--- src/core/tim_pkg.sv ---
// Register map, field positions and codes of the timer channel block
package tim_pkg;

  // Register byte offsets on the APB
  localparam logic [7:0] OFS_CTRL0 = 8'h00;
  localparam logic [7:0] OFS_CTRL1 = 8'h04;
  localparam logic [7:0] OFS_VALH0 = 8'h08;
  localparam logic [7:0] OFS_VALL0 = 8'h0C;
  localparam logic [7:0] OFS_VALH1 = 8'h10;
  localparam logic [7:0] OFS_VALL1 = 8'h14;

  // Control and status byte layout
  localparam int FLAG_BIT = 7;
  localparam int IE_BIT   = 6;
  localparam int BUF_BIT  = 5;
  localparam int MSA_BIT  = 4;
  localparam int ELSB_BIT = 3;
  localparam int ELSA_BIT = 2;
  localparam int TOV_BIT  = 1;
  localparam int MAX_BIT  = 0;

  // Reset values
  localparam logic [6:0]  CTRL_RST  = 7'h00;
  localparam logic [31:0] RDATA_RST = 32'h0000_0000;

  // Edge/level select codes (capture edge or compare action)
  localparam logic [1:0] ELS_OFF  = 2'h0;
  localparam logic [1:0] ELS_TOG  = 2'h1;
  localparam logic [1:0] ELS_CLR  = 2'h2;
  localparam logic [1:0] ELS_SET  = 2'h3;

endpackage : tim_pkg

--- src/core/pin_sync.sv ---
// Two-flop synchroniser for the channel pin inputs
`timescale 1ns/1ps
module pin_sync #(
  parameter int WIDTH = 2
) (
  input  wire logic             clk,
  input  wire logic             rstn,
  input  wire logic [WIDTH-1:0] din,
  output logic      [WIDTH-1:0] dout
);

  logic [WIDTH-1:0] meta_r;

  // First stage feeds only the second stage
  always_ff @(posedge clk or negedge rstn) begin
    if (!rstn) begin
      meta_r <= '0;
      dout   <= '0;
    end else begin
      meta_r <= din;
      dout   <= meta_r;
    end
  end

endmodule : pin_sync

--- src/core/chan_flag.sv ---
// Channel event flag with two-step read-then-write-zero clear
`timescale 1ns/1ps
module chan_flag (
  input  wire logic clk,
  input  wire logic rstn,
  input  wire logic set,
  input  wire logic rd_seen,
  input  wire logic wr_zero,
  output logic      flag
);

  logic armed_r;

  // Arm on a read that showed the flag set; a new event disarms
  always_ff @(posedge clk or negedge rstn) begin
    if (!rstn) begin
      armed_r <= 1'b0;
    end else if (set || wr_zero) begin
      armed_r <= 1'b0;
    end else if (rd_seen) begin
      armed_r <= 1'b1;
    end
  end

  // Set wins over clear; writing one does nothing
  always_ff @(posedge clk or negedge rstn) begin
    if (!rstn) begin
      flag <= 1'b0;
    end else if (set) begin
      flag <= 1'b1;
    end else if (wr_zero && armed_r) begin
      flag <= 1'b0;
    end
  end

  a_flag_set_wins: assert property (
    @(posedge clk) disable iff (!rstn) set |=> flag)
    else $error("flag not set after event");

  a_flag_needs_arm: assert property (
    @(posedge clk) disable iff (!rstn)
    flag && !armed_r |=> flag)
    else $error("flag cleared without prior read");

endmodule : chan_flag

--- src/core/tim_channels.sv ---
// Two capture/compare/PWM channels of the timer with APB registers
//
// Added by the designer: register access over APB and the register addresses.
`timescale 1ns/1ps
module tim_channels (
  input  wire logic        CORE_CLK,
  input  wire logic        RSTN,
  input  wire logic        PSEL,
  input  wire logic        PENABLE,
  input  wire logic        PWRITE,
  input  wire logic [7:0]  PADDR,
  input  wire logic [31:0] PWDATA,
  output logic      [31:0] PRDATA,
  output logic             PREADY,
  output logic             PSLVERR,
  input  wire logic [15:0] COUNTER,
  input  wire logic        OVERFLOW,
  input  wire logic        COUNTER_HALT,
  input  wire logic [1:0]  CH_PIN_IN,
  output logic      [1:0]  CH_PIN_OUT,
  output logic      [1:0]  CH_PIN_OE,
  output logic      [1:0]  CH_IRQ
);

  logic [6:0]  ctrl_r [2];
  logic [15:0] val_r [2];
  logic [15:0] cmp_val [2];
  logic [1:0]  els_e [2];
  logic [1:0]  flag, cap_mode, cmp_mode, match, capture, cmp_sel;
  logic [1:0]  rlock_r, wlock_r, maxe_r, pin_s, pin_d_r;
  logic [1:0]  rd_ctrl, wr_ctrl, rd_hi, rd_lo, wr_hi, wr_lo;
  logic [15:0] cnt_prev_r;
  logic        access, wr_go, rd_go, hit, bufmode, sel_r, cnt_new;
  logic [7:0]  rd_byte;

  assign bufmode = ctrl_r[0][tim_pkg::BUF_BIT];
  assign access  = PSEL && PENABLE && PREADY;
  assign wr_go   = access && PWRITE;
  assign rd_go   = access && !PWRITE;
  assign cnt_new = COUNTER != cnt_prev_r;

  // No wait states: ready in every access phase
  always_ff @(posedge CORE_CLK or negedge RSTN) begin
    if (!RSTN) begin
      PREADY <= 1'b0;
    end else begin
      PREADY <= PSEL && !PENABLE;
    end
  end

  // Read mux and unmapped-address decode
  always_comb begin
    hit     = 1'b1;
    rd_byte = 8'h00;
    case (PADDR)
      tim_pkg::OFS_CTRL0: rd_byte = {flag[0], ctrl_r[0]};
      tim_pkg::OFS_CTRL1: rd_byte = {flag[1], ctrl_r[1]};
      tim_pkg::OFS_VALH0: rd_byte = val_r[0][15:8];
      tim_pkg::OFS_VALL0: rd_byte = val_r[0][7:0];
      tim_pkg::OFS_VALH1: rd_byte = val_r[1][15:8];
      tim_pkg::OFS_VALL1: rd_byte = val_r[1][7:0];
      default:            hit     = 1'b0;
    endcase
  end

  // Read data and error captured in the setup cycle
  always_ff @(posedge CORE_CLK or negedge RSTN) begin
    if (!RSTN) begin
      PRDATA  <= tim_pkg::RDATA_RST;
      PSLVERR <= 1'b0;
    end else if (PSEL && !PENABLE) begin
      PRDATA  <= {24'h00_0000, rd_byte};
      PSLVERR <= !hit;
    end
  end

  // Pin inputs cross into the core clock
  pin_sync #(
    .WIDTH (2)
  ) u_pin_sync (
    .clk  (CORE_CLK),
    .rstn (RSTN),
    .din  (CH_PIN_IN),
    .dout (pin_s)
  );

  // Edge history and counter change detect
  always_ff @(posedge CORE_CLK or negedge RSTN) begin
    if (!RSTN) begin
      pin_d_r    <= 2'h0;
      cnt_prev_r <= 16'h0000;
    end else begin
      pin_d_r    <= pin_s;
      cnt_prev_r <= COUNTER;
    end
  end

  // Buffered pair swaps active value register at overflow
  always_ff @(posedge CORE_CLK or negedge RSTN) begin
    if (!RSTN) begin
      sel_r <= 1'b0;
    end else if (!bufmode) begin
      sel_r <= 1'b0;
    end else if (OVERFLOW) begin
      sel_r <= !sel_r;
    end
  end

  for (genvar x = 0; x < 2; x++) begin : g_ch
    localparam logic [7:0] OC = (x == 0) ? tim_pkg::OFS_CTRL0
                                         : tim_pkg::OFS_CTRL1;
    localparam logic [7:0] OH = (x == 0) ? tim_pkg::OFS_VALH0
                                         : tim_pkg::OFS_VALH1;
    localparam logic [7:0] OL = (x == 0) ? tim_pkg::OFS_VALL0
                                         : tim_pkg::OFS_VALL1;
    logic       buf_x, msa, tov, edge_ok, full_lvl, out_nxt;
    logic [1:0] els_raw;

    // Access strobes at the completing edge
    assign rd_ctrl[x] = rd_go && PADDR == OC;
    assign wr_ctrl[x] = wr_go && PADDR == OC;
    assign rd_hi[x]   = rd_go && PADDR == OH;
    assign rd_lo[x]   = rd_go && PADDR == OL;
    assign wr_hi[x]   = wr_go && PADDR == OH;
    assign wr_lo[x]   = wr_go && PADDR == OL;

    // Effective mode decode
    assign buf_x   = (x == 0) && bufmode;
    assign msa     = ctrl_r[x][tim_pkg::MSA_BIT];
    assign tov     = ctrl_r[x][tim_pkg::TOV_BIT];
    assign els_raw = ctrl_r[x][tim_pkg::ELSB_BIT:tim_pkg::ELSA_BIT];
    assign els_e[x] = (x == 1 && bufmode) ? tim_pkg::ELS_OFF
                                          : els_raw;
    assign cap_mode[x] = els_e[x] != tim_pkg::ELS_OFF
                         && !buf_x && !msa;
    assign cmp_mode[x] = els_e[x] != tim_pkg::ELS_OFF
                         && (buf_x || msa);
    assign cmp_sel[x]  = msa || bufmode;

    // Active compare value; channel 0 alternates when buffered
    assign cmp_val[x] = buf_x ? val_r[sel_r] : val_r[x];

    // Capture edge qualification
    always_comb begin
      unique case (els_e[x])
        tim_pkg::ELS_TOG: edge_ok = pin_s[x] && !pin_d_r[x];
        tim_pkg::ELS_CLR: edge_ok = !pin_s[x] && pin_d_r[x];
        tim_pkg::ELS_SET: edge_ok = pin_s[x] != pin_d_r[x];
        default:          edge_ok = 1'b0;
      endcase
    end

    assign capture[x] = cap_mode[x] && edge_ok && !rlock_r[x]
                        && !COUNTER_HALT;
    assign match[x] = cmp_mode[x] && cnt_new && COUNTER == cmp_val[x]
                      && !(buf_x ? wlock_r[sel_r] : wlock_r[x]);

    // Control register; buffered bit only in channel 0
    always_ff @(posedge CORE_CLK or negedge RSTN) begin
      if (!RSTN) begin
        ctrl_r[x] <= tim_pkg::CTRL_RST;
      end else if (wr_ctrl[x]) begin
        ctrl_r[x] <= PWDATA[6:0];
        if (x == 1) begin
          ctrl_r[x][tim_pkg::BUF_BIT] <= 1'b0;
        end
      end
    end

    // Value register, no reset; capture loads the counter
    always_ff @(posedge CORE_CLK) begin
      if (capture[x]) begin
        val_r[x] <= COUNTER;
      end else begin
        if (wr_hi[x]) begin
          val_r[x][15:8] <= PWDATA[7:0];
        end
        if (wr_lo[x]) begin
          val_r[x][7:0] <= PWDATA[7:0];
        end
      end
    end

    // Byte-pair coherency locks
    always_ff @(posedge CORE_CLK or negedge RSTN) begin
      if (!RSTN) begin
        rlock_r[x] <= 1'b0;
        wlock_r[x] <= 1'b0;
      end else begin
        if (rd_lo[x] || !cap_mode[x]) begin
          rlock_r[x] <= 1'b0;
        end else if (rd_hi[x]) begin
          rlock_r[x] <= 1'b1;
        end
        if (wr_lo[x] || !cmp_sel[x]) begin
          wlock_r[x] <= 1'b0;
        end else if (wr_hi[x]) begin
          wlock_r[x] <= 1'b1;
        end
      end
    end

    // Event flag with two-step clear
    chan_flag u_flag (
      .clk     (CORE_CLK),
      .rstn    (RSTN),
      .set     (capture[x] || match[x]),
      .rd_seen (rd_ctrl[x] && PRDATA[tim_pkg::FLAG_BIT]),
      .wr_zero (wr_ctrl[x] && !PWDATA[tim_pkg::FLAG_BIT]),
      .flag    (flag[x])
    );

    // Full-duty bit sampled at period boundary
    always_ff @(posedge CORE_CLK or negedge RSTN) begin
      if (!RSTN) begin
        maxe_r[x] <= 1'b0;
      end else if (OVERFLOW) begin
        maxe_r[x] <= ctrl_r[x][tim_pkg::MAX_BIT];
      end
    end

    // Output level: preset, overflow first, then compare action
    assign full_lvl = els_e[x] != tim_pkg::ELS_SET;
    always_comb begin
      out_nxt = CH_PIN_OUT[x];
      if (els_e[x] == tim_pkg::ELS_OFF) begin
        out_nxt = !msa;
      end else if (cmp_mode[x]) begin
        if (tov && maxe_r[x]) begin
          out_nxt = full_lvl;
        end else if (tov && OVERFLOW) begin
          out_nxt = !CH_PIN_OUT[x];
        end else if (match[x]) begin
          unique case (els_e[x])
            tim_pkg::ELS_TOG: out_nxt = !CH_PIN_OUT[x];
            tim_pkg::ELS_CLR: out_nxt = 1'b0;
            default:          out_nxt = 1'b1;
          endcase
        end
      end
    end

    // Pin drive, enable and interrupt request
    always_ff @(posedge CORE_CLK or negedge RSTN) begin
      if (!RSTN) begin
        CH_PIN_OUT[x] <= 1'b0;
        CH_PIN_OE[x]  <= 1'b0;
        CH_IRQ[x]     <= 1'b0;
      end else begin
        CH_PIN_OUT[x] <= out_nxt;
        CH_PIN_OE[x]  <= cmp_mode[x];
        CH_IRQ[x]     <= flag[x] && ctrl_r[x][tim_pkg::IE_BIT];
      end
    end
  end

  a_irq_gated: assert property (
    @(posedge CORE_CLK) disable iff (!RSTN)
    !ctrl_r[0][tim_pkg::IE_BIT] |=> !CH_IRQ[0])
    else $error("irq raised while disabled");

  a_ch1_released: assert property (
    @(posedge CORE_CLK) disable iff (!RSTN)
    bufmode |=> !CH_PIN_OE[1])
    else $error("channel 1 pin driven in buffered mode");

  a_pin_off_float: assert property (
    @(posedge CORE_CLK) disable iff (!RSTN)
    els_e[0] == tim_pkg::ELS_OFF |=> !CH_PIN_OE[0])
    else $error("pin driven with select pair zero");

  a_preset_level: assert property (
    @(posedge CORE_CLK) disable iff (!RSTN)
    els_e[1] == tim_pkg::ELS_OFF
    |=> CH_PIN_OUT[1] == !$past(ctrl_r[1][tim_pkg::MSA_BIT]))
    else $error("preset level wrong");

  a_ovf_beats_cmp: assert property (
    @(posedge CORE_CLK) disable iff (!RSTN)
    cmp_mode[0] && OVERFLOW && match[0] && !maxe_r[0]
    && ctrl_r[0][tim_pkg::TOV_BIT]
    |=> CH_PIN_OUT[0] != $past(CH_PIN_OUT[0]))
    else $error("overflow toggle lost to compare");

  a_capture_load: assert property (
    @(posedge CORE_CLK) disable iff (!RSTN)
    capture[1] |=> val_r[1] == $past(COUNTER) && flag[1])
    else $error("capture did not load value and flag");

  a_read_lock: assert property (
    @(posedge CORE_CLK) disable iff (!RSTN)
    rlock_r[1] && !wr_hi[1] && !wr_lo[1] |=> $stable(val_r[1]))
    else $error("capture while high byte locked");

  a_full_duty: assert property (
    @(posedge CORE_CLK) disable iff (!RSTN)
    cmp_mode[0] && maxe_r[0] && ctrl_r[0][tim_pkg::TOV_BIT]
    ##1 $stable(els_e[0]) |-> CH_PIN_OUT[0] == (els_e[0] != 2'h3))
    else $error("full duty not held");

  a_write_lock: assert property (
    @(posedge CORE_CLK) disable iff (!RSTN)
    wlock_r[0] && !bufmode |-> !match[0])
    else $error("match during high byte write lock");

  a_buf_swap: assert property (
    @(posedge CORE_CLK) disable iff (!RSTN)
    bufmode && OVERFLOW |=> sel_r != $past(sel_r))
    else $error("buffered value select did not swap");

  a_ch1_ignored: assert property (
    @(posedge CORE_CLK) disable iff (!RSTN)
    bufmode |-> !cap_mode[1] && !cmp_mode[1])
    else $error("channel 1 active in buffered mode");

  a_max_latch: assert property (
    @(posedge CORE_CLK) disable iff (!RSTN)
    OVERFLOW |=> maxe_r[0] == $past(ctrl_r[0][tim_pkg::MAX_BIT]))
    else $error("full duty bit not latched at overflow");

endmodule : tim_channels

--- config.mk ---
export PLATFORM = sky130hd
export DESIGN_NAME = tim_channels
export DESIGN_NICKNAME = d
export VERILOG_FILES = /design/src/core/tim_pkg.sv /design/src/core/pin_sync.sv /design/src/core/chan_flag.sv /design/src/core/tim_channels.sv
export SDC_FILE = /design/constraint.sdc
export NUM_CORES = 1
export LEC_CHECK = 0
export BUFFER_PORTS_ARGS = -buffer_cell sky130_fd_sc_hd__clkbuf_2
export CORE_MARGIN = 5
export CORE_UTILIZATION = 55
export CTS_CLUSTER_SIZE = 10
export DETAILED_ROUTE_END_ITERATION = 16
export PLACE_DENSITY = 0.83
export SLEW_MARGIN = 40
export SYNTH_ARGS = -nofsm -noshare
export SYNTH_HDL_FRONTEND = slang
export SYNTH_SLANG_ARGS = --single-unit
--- constraint.sdc ---
create_clock -name CORE_CLK -period 2.3 [get_ports CORE_CLK]
set_input_delay 0.46 -clock CORE_CLK [delete_from_list [all_inputs] [get_ports CORE_CLK]]
set_output_delay 0.46 -clock CORE_CLK [all_outputs]
set_load 0.02 [all_outputs]
==> results of run 1 <==
-- metal layers --
| metal | share of wire, % | wire (um) | global-route usage (%) | vias up |
|---|---|---|---|---|
| li1 | - | - | - | 1809 |
| met1 | 41 | 5680 | 32.5 | 1955 |
| met2 | 47 | 6610 | 40.6 | 211 |
| met3 | 9.8 | 1380 | 7.71 | 31 |
| met4 | 2.4 | 335 | 8.05 | 0 |
| met5 | 0 | 0 | 0 | - |
-- power by group --
| part | internal, W | switching (W) |
|---|---|---|
| clock network | 0.000615 | 0.000583 |
| registers | 0.00175 | 0.0000147 |
| logic | 0.000129 | 0.000200 |
-- placed cells by master (no fill, tap or decap), types with 7 or more instances in the layout --
| cell type | netlist | final |
|---|---|---|
| sky130_fd_sc_hd__nand3_1 | 13 | 13 |
| sky130_fd_sc_hd__nand4_1 | 11 | 11 |
| sky130_fd_sc_hd__xnor2_1 | 27 | 27 |
| sky130_fd_sc_hd__inv_1 | 12 | 12 |
| sky130_fd_sc_hd__conb_1 | 1 | 24 |
| sky130_fd_sc_hd__mux2i_1 | 23 | 23 |
| sky130_fd_sc_hd__o21ai_0 | 21 | 19 |
| sky130_fd_sc_hd__a21oi_1 | 15 | 15 |
| sky130_fd_sc_hd__nor4_1 | 7 | 7 |
| sky130_fd_sc_hd__nor2_1 | 22 | 22 |
| sky130_fd_sc_hd__buf_4 | 24 | 49 |
| sky130_fd_sc_hd__nand2_1 | 26 | 24 |
| sky130_fd_sc_hd__mux2_2 | 46 | 46 |
| sky130_fd_sc_hd__xor2_1 | 18 | 18 |
| sky130_fd_sc_hd__dfrtp_1 | 62 | 62 |
| sky130_fd_sc_hd__a31oi_1 | 8 | 8 |
| sky130_fd_sc_hd__clkbuf_8 | 0 | 9 |
| sky130_fd_sc_hd__o22ai_1 | 8 | 8 |
| sky130_fd_sc_hd__edfxtp_1 | 32 | 32 |
| sky130_fd_sc_hd__nand2b_1 | 8 | 8 |
| sky130_fd_sc_hd__clkbuf_2 | 0 | 56 |
| sky130_fd_sc_hd__buf_12 | 0 | 7 |
-- repair_timing --
action                                  4_1_cts  5_1_grt
pin swaps                                     0        1
resized for setup                             4        7
endpoints found under the setup margin       18       27
buffers inserted                              0        1
-- cell type report --
class	instances	share of cell area, %
sequential	94	41.1
multi-input combinational	330	39.5
timing repair buffer	112	12.9
tap	111	2.27
clock buffer	11	2.15
clock inverter	5	1.37
inverter	12	0.736
-- Yosys cell counts, types with 2 or more instances --
cell type / n / area share (%)
sky130_fd_sc_hd__nor2_2: 2 / 0.25
sky130_fd_sc_hd__o22ai_1: 8 / 0.98
sky130_fd_sc_hd__ha_1: 4 / 0.98
sky130_fd_sc_hd__nand3_1: 13 / 1.3
sky130_fd_sc_hd__clkbuf_1: 13 / 0.96
sky130_fd_sc_hd__xor2_1: 18 / 3.1
sky130_fd_sc_hd__a21oi_1: 15 / 1.5
sky130_fd_sc_hd__nand2_1: 26 / 1.9
sky130_fd_sc_hd__buf_4: 24 / 3.5
sky130_fd_sc_hd__o21a_1: 2 / 0.30
sky130_fd_sc_hd__a311oi_1: 2 / 0.34
sky130_fd_sc_hd__buf_1: 3 / 0.22
sky130_fd_sc_hd__mux2i_1: 23 / 4.5
sky130_fd_sc_hd__dfrtp_1: 62 / 30
sky130_fd_sc_hd__inv_1: 12 / 0.89
sky130_fd_sc_hd__o2111ai_1: 3 / 0.52
sky130_fd_sc_hd__or4_1: 2 / 0.30
sky130_fd_sc_hd__edfxtp_1: 32 / 19
sky130_fd_sc_hd__and2_1: 4 / 0.49
sky130_fd_sc_hd__a41oi_1: 2 / 0.34
sky130_fd_sc_hd__nor2b_1: 5 / 0.61
sky130_fd_sc_hd__nor2_1: 22 / 1.6
sky130_fd_sc_hd__nand4_1: 11 / 1.4
sky130_fd_sc_hd__a31oi_1: 8 / 0.98
sky130_fd_sc_hd__mux2_2: 46 / 10
sky130_fd_sc_hd__or3_1: 2 / 0.25
sky130_fd_sc_hd__nor3_1: 5 / 0.49
sky130_fd_sc_hd__o211ai_1: 3 / 0.44
sky130_fd_sc_hd__nand2b_1: 8 / 0.98
sky130_fd_sc_hd__xnor2_1: 27 / 4.6
sky130_fd_sc_hd__o21ai_0: 21 / 2.1
sky130_fd_sc_hd__nor4_1: 7 / 0.86
sky130_fd_sc_hd__buf_2: 3 / 0.30
-- path summary, 6_finish.rpt --
path | end | slack [ns] | cells past startpoint
worst min register to register | u_pin_sync.dout[0] | 0.35 | 0
worst max-delay path | val_r[0][7] | -0.009 | 9
min in group CORE_CLK | u_pin_sync.meta_r[0] | 0.20 | 1
max in group asynchronous | cnt_prev_r[2] | 1.59 | 2
worst min-delay path | ctrl_r[2] | 0.03 | 1
worst max register to register | val_r[0][7] | -0.009 | 9
-- worst reg2reg max path, cell delays in order, from the launching register on --
cell and delay, ns:
sky130_fd_sc_hd__dfrtp_1 0.38, sky130_fd_sc_hd__inv_1 0.05, sky130_fd_sc_hd__ha_1 0.28, sky130_fd_sc_hd__mux2i_1 0.20
sky130_fd_sc_hd__nand2_2 0.12, sky130_fd_sc_hd__a2111oi_4 0.36, sky130_fd_sc_hd__buf_4 0.19, sky130_fd_sc_hd__nor2_2 0.05
sky130_fd_sc_hd__buf_12 0.14, sky130_fd_sc_hd__mux2_2 0.28
-- sequential cells by signal, indices dropped and copies added (netlist names), 8 cells and up --
| signal | cells |
|---|---|
| PRDATA | 8 |
| cnt_prev_r | 16 |
| ctrl_r | 12 |
| val_r | 32 |
-- stage by stage --
stage | hold WS, ns | utilization (%)
floorplan | 0.164 | -
finish | 0.0285 | 67.2
global placement | 0.332 | 64.3
detailed placement | 0.336 | 64.3
CTS | 0.0326 | 66.8
global route | 0.0524 | 67.2
-- logic make-up after synthesis --
group / count (synthesis) / synth area share [%]
AOI/OAI and AO/OA: 75 / 9.81
buffers and inverters: 55 / 5.90
DFF: 94 / 49.4
and+or+nand+nor: 113 / 11.4
muxes: 69 / 14.7
other: 1 / 0.0737
xor gates and xnor gates: 45 / 7.75
adders and majority gates: 4 / 0.984
==> impl_summary.log, run 1 <==
[metrics] run status: complete, but fails checks
[metrics] failing checks: negative setup slack
[metrics] Synth Cell Area: 5090 sq um
[metrics] number of top-level pins: 105
[metrics] DR vias/cell: 5.93
[metrics] Power Total: 0.00330 W
[metrics] crit path max fanout: 8
[metrics] Critical Path Start: u_pin_sync.dout[0]
[metrics] Finished Cell Area: 6120 sq um
[metrics] Initial Utilization: 55.9%
[metrics] worst vdd ir: 0.000365 V
[metrics] post-synthesis async set-or-reset flop share: 66.0%
[metrics] number of fill cells in the layout: 702
[metrics] Routed wire per std cell: 20.7 um
[metrics] leak pwr: 2.66 nW
[metrics] Post-synth EDFFs: 32
[metrics] routability-driven placement congestion ratio: 0.920
[metrics] placed cell count: 658
[metrics] Final Hold Viols: 0
[metrics] slew margin rel.: 62.3%
[metrics] highest-delay cell along the critical path: sky130_fd_sc_hd__dfrtp_1
[metrics] Clock Skew: 0.00562 ns
[metrics] Final Instance Count excl. Fillers: 675
[metrics] final sum of negative setup slack: -0.0141 ns
[metrics] transition time at the pin with the least slew margin: 0.559 ns
[metrics] CTS tree: done
[metrics] crit path time final: 2.31 ns
[metrics] pwr/cell area: 538 nW/um^2
[metrics] I/O Buffers: 56
[metrics] type of the worst min-delay path: in -> async
[metrics] total number of yosys warnings: 0
[metrics] Post-DP HPWL: 10.4 mm
[metrics] unrepaired setup endpoints after global routing: true
[metrics] Slowest Stage Delay on Critical Path: 0.38 ns
[metrics] Die Footprint: 11300 sq um
[metrics] Synth cell types: 51
[metrics] final WL: 14.0 mm
[metrics] number of diodes added for antenna fixing: 0
[metrics] Avg Cell Area, Syn: 11.2 sq um
[metrics] H-tree Lvls: 3
[metrics] clock buffer depth: 2
[metrics] Worst Setup End Kind: register
[metrics] cell class contributing the biggest share of worst-path delay: multiplexers
[metrics] Cell Area, Placed: 5860 sq um
[metrics] combined flip-flop and latch cell area: 2510 sq um
[metrics] count of endpoints failing setup in the final report: 3
[metrics] vias after detailed routing: 4006
[metrics] vias in the first global route: 3954
[metrics] net count of the finished layout: 628
[metrics] area growth from synthesis to final layout: 20.3%
[metrics] hold buffer count at CTS: 0
[metrics] Startpoint Class: register
[metrics] critical path data required time: 2.42 ns
[metrics] pin count of the biggest net entering global routing: 24
[metrics] WP buf/inv: 3
[metrics] sequential element share of the synthesized area: 49.4%
[metrics] global-route wire length before repair: 21.4 mm
[metrics] final worst-path cycle share: 100%
[metrics] Setup WS pre-CTS: -0.407 ns
[metrics] chip width: 106 um
[metrics] Worst-Skew Late Latency: 0.36 ns
[metrics] Pre-Repair DR Iteration Count: 5
[metrics] global-route total usage across every layer: 25.2%
[metrics] max_cap viols: 0
[metrics] Core Area: 9110 sq um
[metrics] endpoint arrival time on the critical path: 2.43 ns
[metrics] clock tree root driver cell: sky130_fd_sc_hd__clkbuf_8
[metrics] timing-limited maximum frequency: 433 MHz
[metrics] DRC violation count after routing: 0
[metrics] post-route worst setup slack: -0.00892 ns
[metrics] clock edge transition at the registers on the reported setup and hold paths: 0.09 ns
[metrics] launching point of the worst reg2reg path: u_pin_sync.dout[0]
[metrics] cells along the critical path: inv_1 > ha_1 > mux2i_1 > nand2_2 > a2111oi_4 > buf_4 > nor2_2 > buf_12 > mux2_2
[metrics] First DRT Iteration DRCs: 295
[metrics] Crit Path Category: reg -> reg
[metrics] number of nets still failing antenna checks after routing: 0
[metrics] Post-synth top flop: sky130_fd_sc_hd__dfrtp_1
[metrics] global-route congestion overflow total: 0
[metrics] y dimension of the die: 106 um
[metrics] CTS buffer count: 9
[metrics] number of antenna violations at the first check in global routing: 0
[metrics] area taken by multi-input logic gates: 2420 sq um
[metrics] share of final-layout standard cells stronger than drive strength 1: 33.2%
[metrics] number of placement rows: 35
[metrics] clk sinks: 94
[metrics] max-slew violations: 0
[metrics] post-synthesis sequential element count: 94
[metrics] cell count after synthesis: 456
No activity file was read; power rests on OpenSTA's default activity.
==> run 2: changes to the inputs <==
Settings changed: CORE_UTILIZATION 55 to 45, PLACE_DENSITY 0.83 to 0.71.
Clock period 2.3 ns to 2.9 ns, I/O delays scaled along.
==> impl_summary.log, run 2 (same netlist as run 1, synthesis figures left out) <==
[metrics] y dimension of the die: 116 um (was 106 um)
[metrics] timing-limited maximum frequency: 394 MHz
[metrics] count of endpoints failing setup in the final report: 0 (was 3)
[metrics] cells along the critical path: clkbuf_2 > or4_4 > or4b_1 > a211oi_4 > buf_12 > mux2_2 (was inv_1 > ha_1 > mux2i_1 > nand2_2 > a2111oi_4 > buf_4 > nor2_2 > buf_12 > mux2_2)
[metrics] clock tree root driver cell: sky130_fd_sc_hd__clkbuf_16 (was sky130_fd_sc_hd__clkbuf_8)
[metrics] most common library cell in the layout ignoring fill and taps: sky130_fd_sc_hd__dfrtp_1 (unchanged)
[metrics] number of antenna violations at the first check in global routing: 0 (unchanged)
[metrics] max-slew violations: 0 (unchanged)
[metrics] register containing the most flip-flops in the final layout: val_r (unchanged)
[metrics] final WL: 12.9 mm (was 14.0 mm)
[metrics] worst vdd ir: 0.000299 V (was 0.000365 V)
[metrics] Regs by FF count: val_r x32, cnt_prev_r x16, ctrl_r x12 (unchanged)
[metrics] Core Area: 11000 sq um (was 9110 sq um)
[metrics] net count of the finished layout: 594 (was 628)
[metrics] global-route total usage across every layer: 19.8% (was 25.2%)
[metrics] H-tree Lvls: 3 (unchanged)
[metrics] post-CTS setup buffer count: 0 (unchanged)
[metrics] transition time at the pin with the least slew margin: 0.689 ns (was 0.559 ns)
[metrics] endpoint arrival time on the critical path: 2.63 ns (was 2.43 ns)
[metrics] Clock Skew: 0.00762 ns (was 0.00562 ns)
[metrics] number of diodes added for antenna fixing: 0 (unchanged)
[metrics] chip width: 116 um (was 106 um)
[metrics] I/O Buffers: 56 (unchanged)
[metrics] unrepaired setup endpoints after global routing: false (was true)
[metrics] First DRT Iteration DRCs: 391 (was 295)
[metrics] Resize count post-CTS: 0 (was 4)
[metrics] CTS buffer count: 9 (unchanged)
[metrics] Setup WS pre-CTS: 0.0191 ns (was -0.407 ns)
[metrics] max_cap viols: 0 (unchanged)
[metrics] post-route worst setup slack: 0.361 ns (was -0.00892 ns)
[metrics] number of top-level pins: 105 (unchanged)
[metrics] global-route congestion overflow total: 0 (unchanged)
[metrics] critical path data required time: 2.99 ns (was 2.42 ns)
[metrics] DR vias/cell: 5.70 (was 5.93)
[metrics] crit path time final: 2.54 ns
[metrics] length in cells of the worst reg-to-reg path: 7 (was 9)
[metrics] routability-driven placement congestion ratio: 1.01 (was 0.920)
[metrics] run status: finished clean (was complete, but fails checks)
[metrics] global-route wire length before repair: 20.1 mm (was 21.4 mm)
[metrics] vias in the first global route: 3710 (was 3954)
[metrics] Post-DP HPWL: 9.71 mm (was 10.4 mm)
[metrics] DRC violation count after routing: 0 (unchanged)
[metrics] Initial Utilization: 46.3% (was 55.9%)
[metrics] pin count of the biggest net entering global routing: 35 (was 24)
[metrics] vias after detailed routing: 3818 (was 4006)
[metrics] clock edge transition at the registers on the reported setup and hold paths: 0.06 ns (was 0.09 ns)
[metrics] Crit Path Category: in -> reg (was reg -> reg)
[metrics] number of nets still failing antenna checks after routing: 0 (unchanged)
[metrics] share of final-layout standard cells stronger than drive strength 1: 27.4% (was 33.2%)
[metrics] type of the worst min-delay path: in -> async (unchanged)
[metrics] Pre-Repair DR Iteration Count: 5 (unchanged)
[metrics] Worst-Skew Late Latency: 0.34 ns (was 0.36 ns)
[metrics] number of placement rows: 38 (was 35)
[metrics] Final Hold Viols: 0 (unchanged)
[metrics] final worst-path cycle share: 87.5%
[metrics] Slowest Stage Delay on Critical Path: 0.63 ns (was 0.38 ns)
[metrics] highest-delay cell along the critical path: sky130_fd_sc_hd__or4b_1 (was sky130_fd_sc_hd__dfrtp_1)
[metrics] final sum of negative setup slack: 0 ns (was -0.0141 ns)
[metrics] hold buffer count at CTS: 0 (unchanged)
[metrics] Die Footprint: 13500 sq um (was 11300 sq um)
[metrics] Routed wire per std cell: 19.2 um (was 20.7 um)
[metrics] clk sinks: 94 (unchanged)
[metrics] Startpoint Class: input port (was register)
[metrics] leak pwr: 2.50 nW (was 2.66 nW)
[metrics] area growth from synthesis to final layout: 15.2% (was 20.3%)
[metrics] flip-flop count of the largest register after layout: 32 (unchanged)
[metrics] clock buffer depth: 2 (unchanged)
[metrics] pwr/cell area: 481 nW/um^2 (was 538 nW/um^2)
[metrics] CTS tree: done (unchanged)
[metrics] slew margin rel.: 53.6% (was 62.3%)
[metrics] crit path max fanout: 8 (unchanged)
[metrics] top library cells by usage in the layout, fill and taps aside: sky130_fd_sc_hd__dfrtp_1 (62), sky130_fd_sc_hd__clkbuf_2 (55), sky130_fd_sc_hd__mux2_2 (46), sky130_fd_sc_hd__edfxtp_1 (32), sky130_fd_sc_hd__xnor2_1 (27) (was sky130_fd_sc_hd__dfrtp_1 (62), sky130_fd_sc_hd__clkbuf_2 (56), sky130_fd_sc_hd__buf_4 (49), sky130_fd_sc_hd__mux2_2 (46), sky130_fd_sc_hd__edfxtp_1 (32))
[metrics] Worst Setup End Kind: register (unchanged)
==> run 2: cell count changes in the layout (fill, tap and decap cells not counted), sizes merged <==
cell,delta
buf,-33
clkbuf,-2
clkinv,+2
bufinv,-1
==> run 2: final cells by class <==
class	instances	area, sq um
flip-flops and latches	94	2510
clock buffers	10	229
repair buffers	78	470
inverters	12	45.0
multi-input cells	330	2370
clock inverters	6	62.6
well taps	140	175
fillers	945	5120
==> run 2: worst paths after layout <==
path	slack, ns	start	endpoint
min in group CORE_CLK	0.35	CH_PIN_IN[1]	u_pin_sync.meta_r[1]
setup reg to reg	0.43	bufmode	g_ch[0].u_flag.armed_r
hold / removal	0.27	RSTN	u_pin_sync.meta_r[1]
max in group asynchronous	2.02	RSTN	PRDATA[0]
setup / recovery	0.36	PADDR[1]	val_r[1][4]
hold reg to reg	0.35	u_pin_sync.meta_r[0]	u_pin_sync.dout[0]
==> run 2: metrics by stage <==
step / area [sq um] / hold slack (ns) / instances / total power, W / util (%)
finish: 5860 / 0.274 / 670 / 0.00282 / 53.4
global route: 5860 / 0.338 / 670 / 0.00291 / 53.4
CTS: 5860 / 0.325 / 670 / 0.00283 / 53.4
detailed placement: 5570 / 0.336 / 654 / 0.00167 / 50.7
global placement: 5570 / 0.333 / 654 / 0.00166 / 50.7
floorplan: 5180 / 0.284 / 479 / 0.00159 / -
==> run 2: where the power goes <==
group	internal, W	leakage, nW	switching, W
clock network	0.000666	0.136	0.000509
registers	0.00139	1.08	0.0000112
logic	0.0000890	1.28	0.000151
total	0.00215	2.50	0.000671
==> run 2: worst max-delay path, delay by kind of cell <==
kind,cells,cell delay (ns)
mux,1,0.33
simple gates,2,1.16
compound gates,1,0.31
buf+inv,2,0.25
==> run 2: per-layer routing <==
layer | global-route usage [%] | routed length, um
met2 | 31.4 | 5930
met5 | 0 | 0
met1 | 27.7 | 5570
met3 | 3.68 | 1070
met4 | 5.72 | 294
